### src/dpsb_defines.vh
// Constants for the double-data-rate pseudo-static memory bus slave.
// Assumes a 250 MHz ref_clk (4 ns) that oversamples the host clock.
`ifndef DPSB_DEFINES_VH
`define DPSB_DEFINES_VH
`define DPSB_CLK_PERIOD_NS 4
`define DPSB_CA_BYTES 6
`define DPSB_LAT_CYCLES 6
`define DPSB_ENTER_US 3
`define DPSB_HS_EXIT_MIN_NS 60
`define DPSB_HS_EXIT_MAX_NS 3000
`define DPSB_HS_WAKE_US 100
`define DPSB_PD_EXIT_MIN_NS 200
`define DPSB_PD_EXIT_MAX_NS 3000
`define DPSB_PD_WAKE_US 150
`define DPSB_CA_RD_BIT 47
`define DPSB_CA_REG_BIT 46
`define DPSB_CR0_ADDR 32'h00000800
`define DPSB_CR1_ADDR 32'h00000801
`define DPSB_CR0_PD_BIT 15
`define DPSB_CR1_HS_BIT 5
`define DPSB_CR0_RESET 16'h8F1F
`define DPSB_CR1_RESET 16'hFFC1
`endif

### src/dpsb_slave.v
// Memory-side bus protocol engine with a small flip-flop array and two config registers.
// Assumes the host keeps its own rules; all pins sampled by ref_clk.
// Contract
// - Memory alone drives the strobe throughout a read.
// - Strobe high in command phase means extra latency, else low.
// - Read data and strobe toggle edge-aligned on both clock edges.
// - Memory releases strobe after command phase of a latency write.
// - Strobe masks bytes in latency writes; masked bytes stay unchanged.
// - Memory drives strobe during every command phase, before decode.
// - Zero-latency writes ignore the strobe level; strobe held low.
// - Zero-latency writes store every byte, no masking.
// - Hybrid sleep reached within 3 us of second register bit 5 set.
// - Select pulse 60-3000 ns leaves hybrid sleep; standby within 100 us.
// - Lowest power reached within 3 us of first register bit 15 cleared.
// - Select pulse 200-3000 ns leaves lowest power; standby within 150 us.
`include "dpsb_defines.vh"
module dpsb_slave #(
    parameter DEPTH = 16,
    parameter AW = 4,
    parameter HS_WAKE_CYC = (`DPSB_HS_WAKE_US * 1000) / `DPSB_CLK_PERIOD_NS,
    parameter PD_WAKE_CYC = (`DPSB_PD_WAKE_US * 1000) / `DPSB_CLK_PERIOD_NS
) (
    input wire ref_clk,
    input wire rst_b,
    input wire host_clk,
    input wire select_b,
    input wire [7:0] dq_in,
    output reg [7:0] dq_out,
    output reg dq_oe,
    input wire read_write_strobe_in,
    output reg read_write_strobe_out,
    output reg read_write_strobe_oe,
    input wire extra_latency,
    output wire hybrid_sleep,
    output wire lowest_power_state
);
    localparam ST_IDLE = 6'h01;
    localparam ST_CA = 6'h02;
    localparam ST_LAT = 6'h04;
    localparam ST_RD = 6'h08;
    localparam ST_WR = 6'h10;
    localparam ST_DONE = 6'h20;
    localparam P_IDLE = 3'h1;
    localparam P_HS = 3'h2;
    localparam P_PD = 3'h4;
    localparam [15:0] ENTER_CYC = (`DPSB_ENTER_US * 1000) / `DPSB_CLK_PERIOD_NS;
    localparam [15:0] HS_MIN_CYC = (`DPSB_HS_EXIT_MIN_NS + `DPSB_CLK_PERIOD_NS - 1) /
        `DPSB_CLK_PERIOD_NS;
    localparam [15:0] HS_MAX_CYC = `DPSB_HS_EXIT_MAX_NS / `DPSB_CLK_PERIOD_NS;
    localparam [15:0] PD_MIN_CYC = (`DPSB_PD_EXIT_MIN_NS + `DPSB_CLK_PERIOD_NS - 1) /
        `DPSB_CLK_PERIOD_NS;
    localparam [15:0] PD_MAX_CYC = `DPSB_PD_EXIT_MAX_NS / `DPSB_CLK_PERIOD_NS;
    localparam [31:0] HS_WAKE = HS_WAKE_CYC;
    localparam [31:0] PD_WAKE = PD_WAKE_CYC;

    wire ck_lvl;
    wire ck_rise;
    wire ck_fall;
    wire cs_lvl;
    wire cs_rise;
    wire cs_fall;
    wire ck_edge = ck_rise | ck_fall;
    dpsb_sync u_ck (
        .clk(ref_clk),
        .rst_b(rst_b),
        .din(host_clk),
        .level(ck_lvl),
        .rise(ck_rise),
        .fall(ck_fall)
    );
    dpsb_sync #(
        .IDLE(1'b1)
    ) u_cs (
        .clk(ref_clk),
        .rst_b(rst_b),
        .din(select_b),
        .level(cs_lvl),
        .rise(cs_rise),
        .fall(cs_fall)
    );
    // Data pins are sampled through the same three-stage depth so they line up with clock edges.
    reg [7:0] dq1_q;
    reg [7:0] dq2_q;
    reg [7:0] dq3_q;
    reg ds1_q;
    reg ds2_q;
    reg ds3_q;
    always @(posedge ref_clk or negedge rst_b) begin
        if (!rst_b) begin
            dq1_q <= 8'h00;
            dq2_q <= 8'h00;
            dq3_q <= 8'h00;
            ds1_q <= 1'b0;
            ds2_q <= 1'b0;
            ds3_q <= 1'b0;
        end else begin
            dq1_q <= dq_in;
            dq2_q <= dq1_q;
            dq3_q <= dq2_q;
            ds1_q <= read_write_strobe_in;
            ds2_q <= ds1_q;
            ds3_q <= ds2_q;
        end
    end

    reg [5:0] st_q;
    reg [2:0] pw_q;
    reg [47:0] ca_q;
    reg [3:0] cnt_q;
    reg [7:0] lat_q;
    reg lat2_q;
    reg hi_q;
    reg [7:0] hold_q;
    reg [AW-1:0] idx_q;
    reg [15:0] mem_q [0:DEPTH-1];
    reg [15:0] cr0_q;
    reg [15:0] cr1_q;
    reg [15:0] ent_q;
    reg ent_pd_q;
    reg ent_hs_q;
    reg [15:0] pls_q;
    reg [31:0] wake_q;
    integer i;

    function [47:0] ca_shift;
        input [47:0] ca;
        input [7:0] b;
        begin
            ca_shift = {ca[39:0], b};
        end
    endfunction

    // Index from the lower column bits XORed with reserved bits AW+2 to 3; the upper column bits take no part.
    wire [AW-1:0] ca_idx = ca_q[AW+2:3] ^ {{(AW-3){1'b0}}, ca_q[2:0]};
    wire is_rd = ca_q[`DPSB_CA_RD_BIT];
    wire is_reg = ca_q[`DPSB_CA_REG_BIT];
    wire [31:0] reg_addr = {ca_q[44:16], ca_q[2:0]};
    wire asleep = ~pw_q[0];
    assign hybrid_sleep = pw_q[1];
    assign lowest_power_state = pw_q[2];

    always @(posedge ref_clk or negedge rst_b) begin
        if (!rst_b) begin
            st_q <= ST_IDLE;
            ca_q <= 48'h000000000000;
            cnt_q <= 4'h0;
            lat_q <= 8'h00;
            lat2_q <= 1'b0;
            hi_q <= 1'b0;
            hold_q <= 8'h00;
            idx_q <= {AW{1'b0}};
            cr0_q <= `DPSB_CR0_RESET;
            cr1_q <= `DPSB_CR1_RESET;
            dq_out <= 8'h00;
            dq_oe <= 1'b0;
            read_write_strobe_out <= 1'b0;
            read_write_strobe_oe <= 1'b0;
            for (i = 0; i < DEPTH; i = i + 1) begin
                mem_q[i] <= 16'h0000;
            end
        end else if (cs_lvl | asleep) begin
            // Select high ends any transaction and releases both lines.
            st_q <= ST_IDLE;
            dq_oe <= 1'b0;
            read_write_strobe_oe <= 1'b0;
            read_write_strobe_out <= 1'b0;
        end else begin
            case (st_q)
                ST_IDLE: begin
                    read_write_strobe_oe <= 1'b1;
                    read_write_strobe_out <= extra_latency;
                    lat2_q <= extra_latency;
                    cnt_q <= 4'h0;
                    st_q <= ST_CA;
                end
                ST_CA: begin
                    if (ck_edge) begin
                        ca_q <= ca_shift(ca_q, dq3_q);
                        cnt_q <= cnt_q + 4'h1;
                        if (cnt_q == `DPSB_CA_BYTES - 1) begin
                            st_q <= ST_LAT;
                            lat_q <= 8'h00;
                            hi_q <= 1'b0;
                        end
                    end
                end
                ST_LAT: begin
                    idx_q <= ca_idx;
                    if (!is_rd && is_reg) begin
                        read_write_strobe_out <= 1'b0;
                        st_q <= ST_WR;
                    end else begin
                        read_write_strobe_oe <= is_rd;
                        read_write_strobe_out <= 1'b0;
                        if (ck_edge) begin
                            lat_q <= lat_q + 8'h01;
                            if (lat_q == (lat2_q ? 4 : 2) * `DPSB_LAT_CYCLES - 1) begin
                                st_q <= is_rd ? ST_RD : ST_WR;
                            end
                        end
                    end
                end
                ST_RD: begin
                    read_write_strobe_oe <= 1'b1;
                    dq_oe <= 1'b1;
                    if (ck_edge) begin
                        dq_out <= hi_q ? mem_q[idx_q][7:0] : mem_q[idx_q][15:8];
                        read_write_strobe_out <= ~hi_q;
                        hi_q <= ~hi_q;
                        if (hi_q) begin
                            idx_q <= idx_q + {{(AW-1){1'b0}}, 1'b1};
                        end
                    end
                end
                ST_WR: begin
                    if (ck_edge) begin
                        hi_q <= ~hi_q;
                        if (!hi_q) begin
                            hold_q <= dq3_q;
                            lat2_q <= ds3_q;
                        end else if (is_reg) begin
                            if (reg_addr == `DPSB_CR0_ADDR) begin
                                cr0_q <= {hold_q, dq3_q};
                            end
                            if (reg_addr == `DPSB_CR1_ADDR) begin
                                cr1_q <= {hold_q, dq3_q};
                            end
                        end else begin
                            if (!lat2_q) begin
                                mem_q[idx_q][15:8] <= hold_q;
                            end
                            if (!ds3_q) begin
                                mem_q[idx_q][7:0] <= dq3_q;
                            end
                            idx_q <= idx_q + {{(AW-1){1'b0}}, 1'b1};
                        end
                    end
                end
                default: begin
                    st_q <= ST_IDLE;
                end
            endcase
        end
    end

    // Power state: entry timer after any select rise with a sleep request set in the config registers, pulse width and wakeup on exit.
    always @(posedge ref_clk or negedge rst_b) begin
        if (!rst_b) begin
            pw_q <= P_IDLE;
            ent_q <= 16'h0000;
            ent_pd_q <= 1'b0;
            ent_hs_q <= 1'b0;
            pls_q <= 16'h0000;
            wake_q <= 32'h00000000;
        end else begin
            case (pw_q)
                P_IDLE: begin
                    if (wake_q != 32'h00000000) begin
                        wake_q <= wake_q - 32'h00000001;
                    end
                    if (cs_rise && !cr0_q[`DPSB_CR0_PD_BIT]) begin
                        ent_pd_q <= 1'b1;
                        ent_q <= 16'h0000;
                    end else if (cs_rise && cr1_q[`DPSB_CR1_HS_BIT]) begin
                        ent_hs_q <= 1'b1;
                        ent_q <= 16'h0000;
                    end else if (ent_pd_q | ent_hs_q) begin
                        ent_q <= ent_q + 16'h0001;
                        if (ent_pd_q && ent_q == ENTER_CYC - 16'h0001) begin
                            pw_q <= P_PD;
                            ent_pd_q <= 1'b0;
                            ent_hs_q <= 1'b0;
                        end else if (ent_hs_q && ent_q == ENTER_CYC - 16'h0001) begin
                            pw_q <= P_HS;
                            ent_hs_q <= 1'b0;
                        end
                    end
                end
                P_HS, P_PD: begin
                    pls_q <= cs_lvl ? 16'h0000 : pls_q + 16'h0001;
                    if (cs_rise) begin
                        if (pw_q[1] && pls_q >= HS_MIN_CYC && pls_q <= HS_MAX_CYC) begin
                            wake_q <= HS_WAKE;
                            pw_q <= P_IDLE;
                        end else if (pw_q[2] && pls_q >= PD_MIN_CYC &&
                                pls_q <= PD_MAX_CYC) begin
                            wake_q <= PD_WAKE;
                            pw_q <= P_IDLE;
                        end
                    end
                end
                default: begin
                    pw_q <= P_IDLE;
                end
            endcase
        end
    end
endmodule // dpsb_slave

### src/dpsb_sync.v
// Three-stage synchroniser for one pin input, with edge report.
// Assumes the input is asynchronous to clk; the first stage feeds only the second.
module dpsb_sync #(
    parameter IDLE = 1'b0
) (
    input wire clk,
    input wire rst_b,
    input wire din,
    output wire level,
    output wire rise,
    output wire fall
);
    reg s1_q;
    reg s2_q;
    reg s3_q;
    reg s4_q;
    // Stages reset to the pin's idle level, so no false edge follows reset.
    always @(posedge clk or negedge rst_b) begin
        if (!rst_b) begin
            s1_q <= IDLE;
            s2_q <= IDLE;
            s3_q <= IDLE;
            s4_q <= IDLE;
        end else begin
            s1_q <= din;
            s2_q <= s1_q;
            s3_q <= s2_q;
            s4_q <= s3_q;
        end
    end
    // A change counts once the third and fourth stages differ, so edges are taken at the third.
    assign level = s3_q;
    assign rise = s3_q & ~s4_q;
    assign fall = ~s3_q & s4_q;
endmodule // dpsb_sync
### config.mk
export PLATFORM = sky130hd
export DESIGN_NAME = dpsb_slave
export DESIGN_NICKNAME = d
export VERILOG_FILES = /design/src/dpsb_slave.v /design/src/dpsb_sync.v
export VERILOG_INCLUDE_DIRS = /design/src
export SDC_FILE = /design/constraint.sdc
export NUM_CORES = 1
export LEC_CHECK = 0
export ABC_AREA = 1
export BUFFER_PORTS_ARGS = -buffer_cell sky130_fd_sc_hd__buf_4
export CORE_MARGIN = 2
export CORE_UTILIZATION = 40
export DETAILED_ROUTE_END_ITERATION = 8
export PLACE_DENSITY = 0.52
export SLEW_MARGIN = 20
export SYNTH_ARGS = -nofsm -noshare
export SYNTH_HDL_FRONTEND = slang
export SYNTH_SLANG_ARGS = --single-unit
### constraint.sdc
create_clock -name ref_clk -period 3.1 [get_ports ref_clk]
set_clock_uncertainty 0.15 [all_clocks]
set_input_delay 0.31 -clock ref_clk [delete_from_list [all_inputs] [get_ports ref_clk]]
set_output_delay 0.31 -clock ref_clk [all_outputs]
set_load 0.01 [all_outputs]
# Word level (Yosys, flattened, before mapping)
# Cells that the tools add are included.
# Widths: inputs -> output; s select.
[classes]
addsub = 6
multipliers = 1
n_lt_le_gt_ge = 5
n_eq_ne = 38
n_mux = 74
n_bitwise = 16
n_reduce_logical = 46
[op_table]
columns = ["operator", "n"]
rows = [
  ["$mux 256", 7],
  ["$bwmux 256", 2],
  ["$demux 16 s4", 2],
  ["$mux 16", 7],
  ["$bmux 16 s4", 1],
  ["$eq 32x12->1 const B", 2],
  ["$mux 8", 6],
  ["$mux 6", 6],
  ["$add 16x1->16 const B", 2],
  ["$eq 8x32->1", 1],
  ["$ne 2x2->1 const B", 15],
  ["$mux 3", 9],
  ["$mux 4", 6],
  ["$pmux 6 s4", 1],
  ["$reduce_and 6->1", 4],
  ["$mux 1", 18],
  ["$ne 3x3->1 const B", 6],
  ["$eq 16x10->1 const B", 1],
  ["$ge 16x4->1 const B", 1],
  ["$ge 16x6->1 const B", 1],
  ["$le 16x10->1 const B", 1],
  ["$pmux 8 s2", 1],
  ["$reduce_and 4->1", 4],
  ["$reduce_bool 2->1", 8],
  ["other kinds (37)", 74],
]
[word_totals]
regBits = 441
input_bits = 14
out_inout_bits = 13

# Depth between registers and ports, before layout
[logic_depth]
ltp_word = 14
depth_mapped = 12
mapped_depth_nobuf = 12

# Modules after synthesis
# Synthesis repeated with hierarchy kept, for this count alone.
[hier_totals]
cells_unflattened = 2379
hier_area_um2 = 19702.6
[by_module_without_submodules]
columns = ["module", "instances", "cells_each", "area_each_um2"]
rows = [
  ["dpsb_slave", 1, 2363, 19467.4],
  ["dpsb_sync (u_cs)", 1, 8, 120.1],
  ["dpsb_sync (u_ck)", 1, 8, 115.1],
]

# Worst setup path before layout
# No wires, ideal clock.
[synth_path]
kind = "register to register"
start = "reg idx_q[1]"
end = "reg mem_q[38] (netlist bit)"
setup_ns = 0.131
arrival_time_ns = 2.243
required_ns = 2.819
slack_ns = 0.576
stages_incl_launch_ff = 11
n_path_buf = 3
path_cell_list = "dfrtp_1 > inv_1 > clkbuf_1 > clkbuf_1 > ha_1 > inv_1 > nor2_1 > nand2_1 > clkbuf_1 > nand2_1 > o21ai_0"
[synth_via]
elab_chain_len = 11
[synth_rtl]
columns = ["element", "line", "text"]
rows = [
  ["from (decl)", "dpsb_slave.v:114", "reg [AW-1:0] idx_q;"],
  ["from (signal assigned)", "dpsb_slave.v:151", "idx_q <= {AW{1'b0}};"],
  ["from (signal assigned)", "dpsb_slave.v:188", "idx_q <= ca_idx;"],
  ["from (signal assigned)", "dpsb_slave.v:211", "idx_q <= idx_q + {{(AW-1){1'b0}}, 1'b1};"],
  ["$not 4->5 (implied by the code) *", "dpsb_slave.v:230, dpsb_slave.v:233", ""],
  ["$demux 16 s4", "dpsb_slave.v:230", "mem_q[idx_q][15:8] <= hold_q;"],
  ["$bwmux 256", "dpsb_slave.v:230", ""],
  ["$mux 256", "dpsb_slave.v:229", "if (!lat2_q) begin"],
  ["$mux 256", "dpsb_slave.v:221", "end else if (is_reg) begin"],
  ["$mux 256", "dpsb_slave.v:218", "if (!hi_q) begin"],
  ["$mux 256", "dpsb_slave.v:216", "if (ck_edge) begin"],
  ["$mux 256", "dpsb_slave.v:168", "case (st_q)"],
  ["$mux 256", "dpsb_slave.v:161", "end else if (cs_lvl | asleep) begin"],
  ["$bwmux 256", "dpsb_slave.v:233", "mem_q[idx_q][7:0] <= dq3_q;"],
  ["$mux 256 *", "dpsb_slave.v:232", "if (!ds3_q) begin"],
  ["to (signal, indexed assignment)", "dpsb_slave.v:230", ""],
  ["to (signal, indexed assignment)", "dpsb_slave.v:233", ""],
  ["to (decl)", "dpsb_slave.v:115", "reg [15:0] mem_q [0:DEPTH-1];"],
]
# Mark *: on every way between the ends. The rest lies on a longest branch, timed or not. The select of a mux whose other input is x is not followed.
# A chain may end at the register's enable or synchronous reset.

# Worst setup path in the final report
[layout_path]
start = "reg idx_q[1]"
end = "reg mem_q[118] (netlist bit)"
# The elaborated chain is that of the path after synthesis.

==> summary.md <==
| Metric | Value |
|---|---|
| CP Max Fanout | 28 |
| Crit. Startpoint | idx_q[1] |
| Slowest CP cell | dfrtp_2 |
| Post-synthesis sequential area ratio | between 50 and 60% |
| CP Cell Sequence | inv_2, buf_4, ha_1, inv_1, nor2_2, nand2_1, nand2_1, o21ai_0 |
| Setup TNS after final layout | 0 ps |
| Reg power frac | 40.2% |
| Largest net degree at the start of global routing | 78 |
| WL/cell | around 17 um |
| CTS buffer count | 48 |
| Post-Route WL | between 50000 and 60000 um |
| Final setup fails | 0 |
| Postcts setup bufs | 0 |
| Worst path most repeated cell | nand2_1 |
| Switching pwr | roughly 5.1 mW |
| Number of diodes | 0 |
| Mapped Area | between 15000 and 20000 um2 |
| Setup repair after global routing missed its margin | false |
| Routed vias/inst | 5.06 |
| Crit start category | flop |
| WP data arrival | about 3000 ps |
| Yosys reg bits | between 400 and 500 |
| Deepest level of the CTS H-tree | 2 |
| Share of cells above drive strength 1 | between 7 and 8% |
| CTS max path bufs | 3 |
| Gate power share | ~23% |
| P per Cell Area | 666 nW/um2 |
| Crit. End Element | flop |
| Starting Density | a little over 40% |
| Row count | just over 80 |
| Synthesis Warnings | 0 |
| Status | finished, final reports clean |
| # fillers | about 4.9k |
| DRC | 0 |
| Core area | about 49000 um2 |
| R2R Setup Slk | approximately 450 ps |
| Clock latency at the later pin of the worst-skew pair | 590 ps |
| Number of antenna violations at the first check in global routing | 0 |
| Maxcap violations | 0 |
| Syn_area_per_cell | 7.70 um2 |
| Area Growth Syn to Fin | 13.1% |
| Crit. path cell count | 8 |
| Max VDD drop | between 0.0003 and 0.0004 V |
| Die area | 51700 um2 |
| Die height | 227 um |
| Hold Crit Class | in2async |
| Critical path endpoint | mem_q[118] |
| Final ANT Viol Nets | 0 |
| Share of power burned in the clock network | between 30% and 40% |
| Grt peak-use layer | met2 |
| Routing usage on met1 | a little under a third |
| Num Clock Sinks | around 420 |
| Tcrit/Tclk final | around 86% |
| Via count | 16.7k |
| Synth Instances | 2593 |
| Reg2reg start | idx_q[1] |
| Internal Power | around 10 mW |
| Routability cong. | between 0.8 and 0.9 |
| Tmin final | roughly 2700 ps |
| Slew HR | roughly a third |
| Layout net count | around 2.6k |
| Final HPWL DP | ~35000 um |
| Number of global-route vias before repair | 16.4k |
| Crit path required time | approximately 3400 ps |
| CTS tree | yes |
| Design Area, Final | 22600 um2 |
| Drt pass-1 iters | 5 |
| CP max stage delay | ~540 ps |
| FF-to-FF End | mem_q[118] |
| Pin slew with the least headroom to its limit | between 1000 and 1500 ps |
| Initial drt markers | about 1.6k |
| GRT met3 Usage | 2.85% |
| Fmax | approximately 0.38 GHz |
| # IOs | 27 |
| Syn_nets | ~2.6k |
| I/O Buffers | 26 |
| Die width | 227 um |
| Worst path bufs/invs | 3 |
| Clk root buf | clkbuf_16 |
| Met2 usage | a little over a third |
| Reg2Reg Depth | 8 |
| Delay-heaviest family, CP | simple AND/OR/NAND/NOR gates |
| Max-slew violations | 0 |
| Global Route Usage Sum | between 20% and 30% |
| Synth cell types | 37 |
| Post-DP Area | approximately 21000 um2 |
| Clk pin slew, worst setup/hold paths | about 60 ps |
| Worst Setup Path Type | reg2reg |
| Final Hold Fails | 0 |
| Switching share of power | 34.0% |
| Leak | approximately 11 nW |
| Congestion Overflow GR | 0 |
| First-pass GRT wire length | 90600 um |
-- timing repair --
| action | CTS | global route |
|---|---|---|
| endpoints found under the hold margin | 79 | 0 |
| hold buffers | 13 | 0 |
| resized for setup | 0 | 0 |
-- through the flow --
stage	hold WS, ps	util [%]	setup WS (ps)	power (mW)	std cells
2_1_floorplan	-136	-	576	8.17	2593
6_report	152	45.9	447	15.0	3306
3_3_place_gp	182	42.5	552	9.51	3204
3_5_place_dp	187	42.5	507	9.51	3204
5_1_grt	193	45.9	260	15.8	3306
4_1_cts	177	45.9	481	15.2	3306
-- cells in the mapped netlist --
cell | instances | area [um2]
xnor2_1 | 4 | 35.0
nor3_1 | 18 | 90.1
o31ai_1 | 4 | 30.0
or2_2 | 5 | 31.3
buf_6 | 10 | 113
nor4_1 | 1 | 6.26
o21bai_1 | 1 | 7.51
nor2_1 | 151 | 567
nand3b_1 | 3 | 22.5
inv_1 | 212 | 796
ha_1 | 11 | 138
nand4_1 | 34 | 213
o22ai_1 | 4 | 25.0
dfrtp_1 | 412 | 10300
inv_2 | 9 | 33.8
nand4_4 | 1 | 21.3
nand2_4 | 10 | 113
nor2_4 | 2 | 22.5
nand3_2 | 1 | 10.0
a31oi_1 | 3 | 18.8
nand2_1 | 968 | 3630
o21ai_0 | 164 | 821
o21a_1 | 3 | 22.5
buf_2 | 15 | 75.1
clkinv_1 | 3 | 11.3
o211ai_1 | 1 | 7.51
and2_1 | 1 | 6.26
a21oi_1 | 52 | 260
xor2_1 | 4 | 35.0
dfstp_2 | 7 | 184
a211oi_1 | 1 | 7.51
nand3_1 | 281 | 1410
o21ai_1 | 83 | 415
clkbuf_1 | 85 | 319
buf_1 | 10 | 37.5
nor2_2 | 18 | 113
buf_8 | 1 | 15.0
-- worst min path at each step --
stage,start,end,cells past startpoint
after global routing,dq_in[0],dq1_q[0],2
after CTS,rst_b,ent_q[11],2
after floorplan,rst_b,ca_q[0],0
final,rst_b,ent_q[15],2
after global placement,dq1_q[0],dq2_q[0],0
after detailed placement,dq2_q[4],dq3_q[4],0
-- state kept, by name (all words and copies together) (netlist names), 16 cells and up --
| name | flops |
|---|---|
| ent_q | 16 |
| pls_q | 16 |
| mem_q | 256 |
| ca_q | 47 |
-- worst reg2reg max path: stages (launching register included) --
cell and delay, ps:
dfrtp_2 540, inv_2 110, buf_4 350, ha_1 220, inv_1 90, nor2_2 370, nand2_1 410, nand2_1 160
o21ai_0 100
-- layout by cell type (no fill, tap or decap), drive strengths merged, types with 4 or more instances in the layout --
cell,instances
nor2,171
clkinv,13
nand4,35
clkbuf,75
nor3,18
or2,5
dfrtp,412
nand2,978
dlygate4sd3,13
o22ai,4
xnor2,4
buf,68
dfstp,7
a21oi,52
ha,11
xor2,4
o31ai,4
o21ai,247
nand3,282
inv,223
-- cells by family (layout without fill, tap and decap cells) --
family,after synthesis,count (layout),synth area share [%]
buf+inv,345,394,7.01
xor+xnor,8,8,0.351
compound gates,316,316,8.09
simple gates,1494,1494,31.3
fa+ha+maj,11,11,0.689
flops,419,419,52.5
-- power by group through the flow --
stage	Sequential, mW	Combinational, mW	Clock [mW]
after global routing	6.09	3.76	5.98
after detailed placement	6.14	3.37	0
after global placement	6.14	3.37	0
after floorplan	5.99	2.18	0
final	6.05	3.38	5.61
after CTS	6.05	3.40	5.77
-- per-layer routing --
metal	vias up	wire length, um	part of all wire [%]
li1	8279	-	-
met1	8022	26500	48
met2	336	25000	45
met3	75	2310	4.2
met4	0	1250	2.3
met5	-	0	0
-- final cells by class --
class                           count  area, um2  share of cell area (%)
Sequential cell                   419      10500                    46.5
Multi-Input combinational cell   1829       8090                    35.8
Clock buffer                       75       1440                    6.39
Inverter                          224        842                    3.73
Tap cell                          664        831                    3.68
Timing Repair Buffer               81        773                    3.42
Clock inverter                     14        105                   0.465
Power figures use the tool's default switching activity.
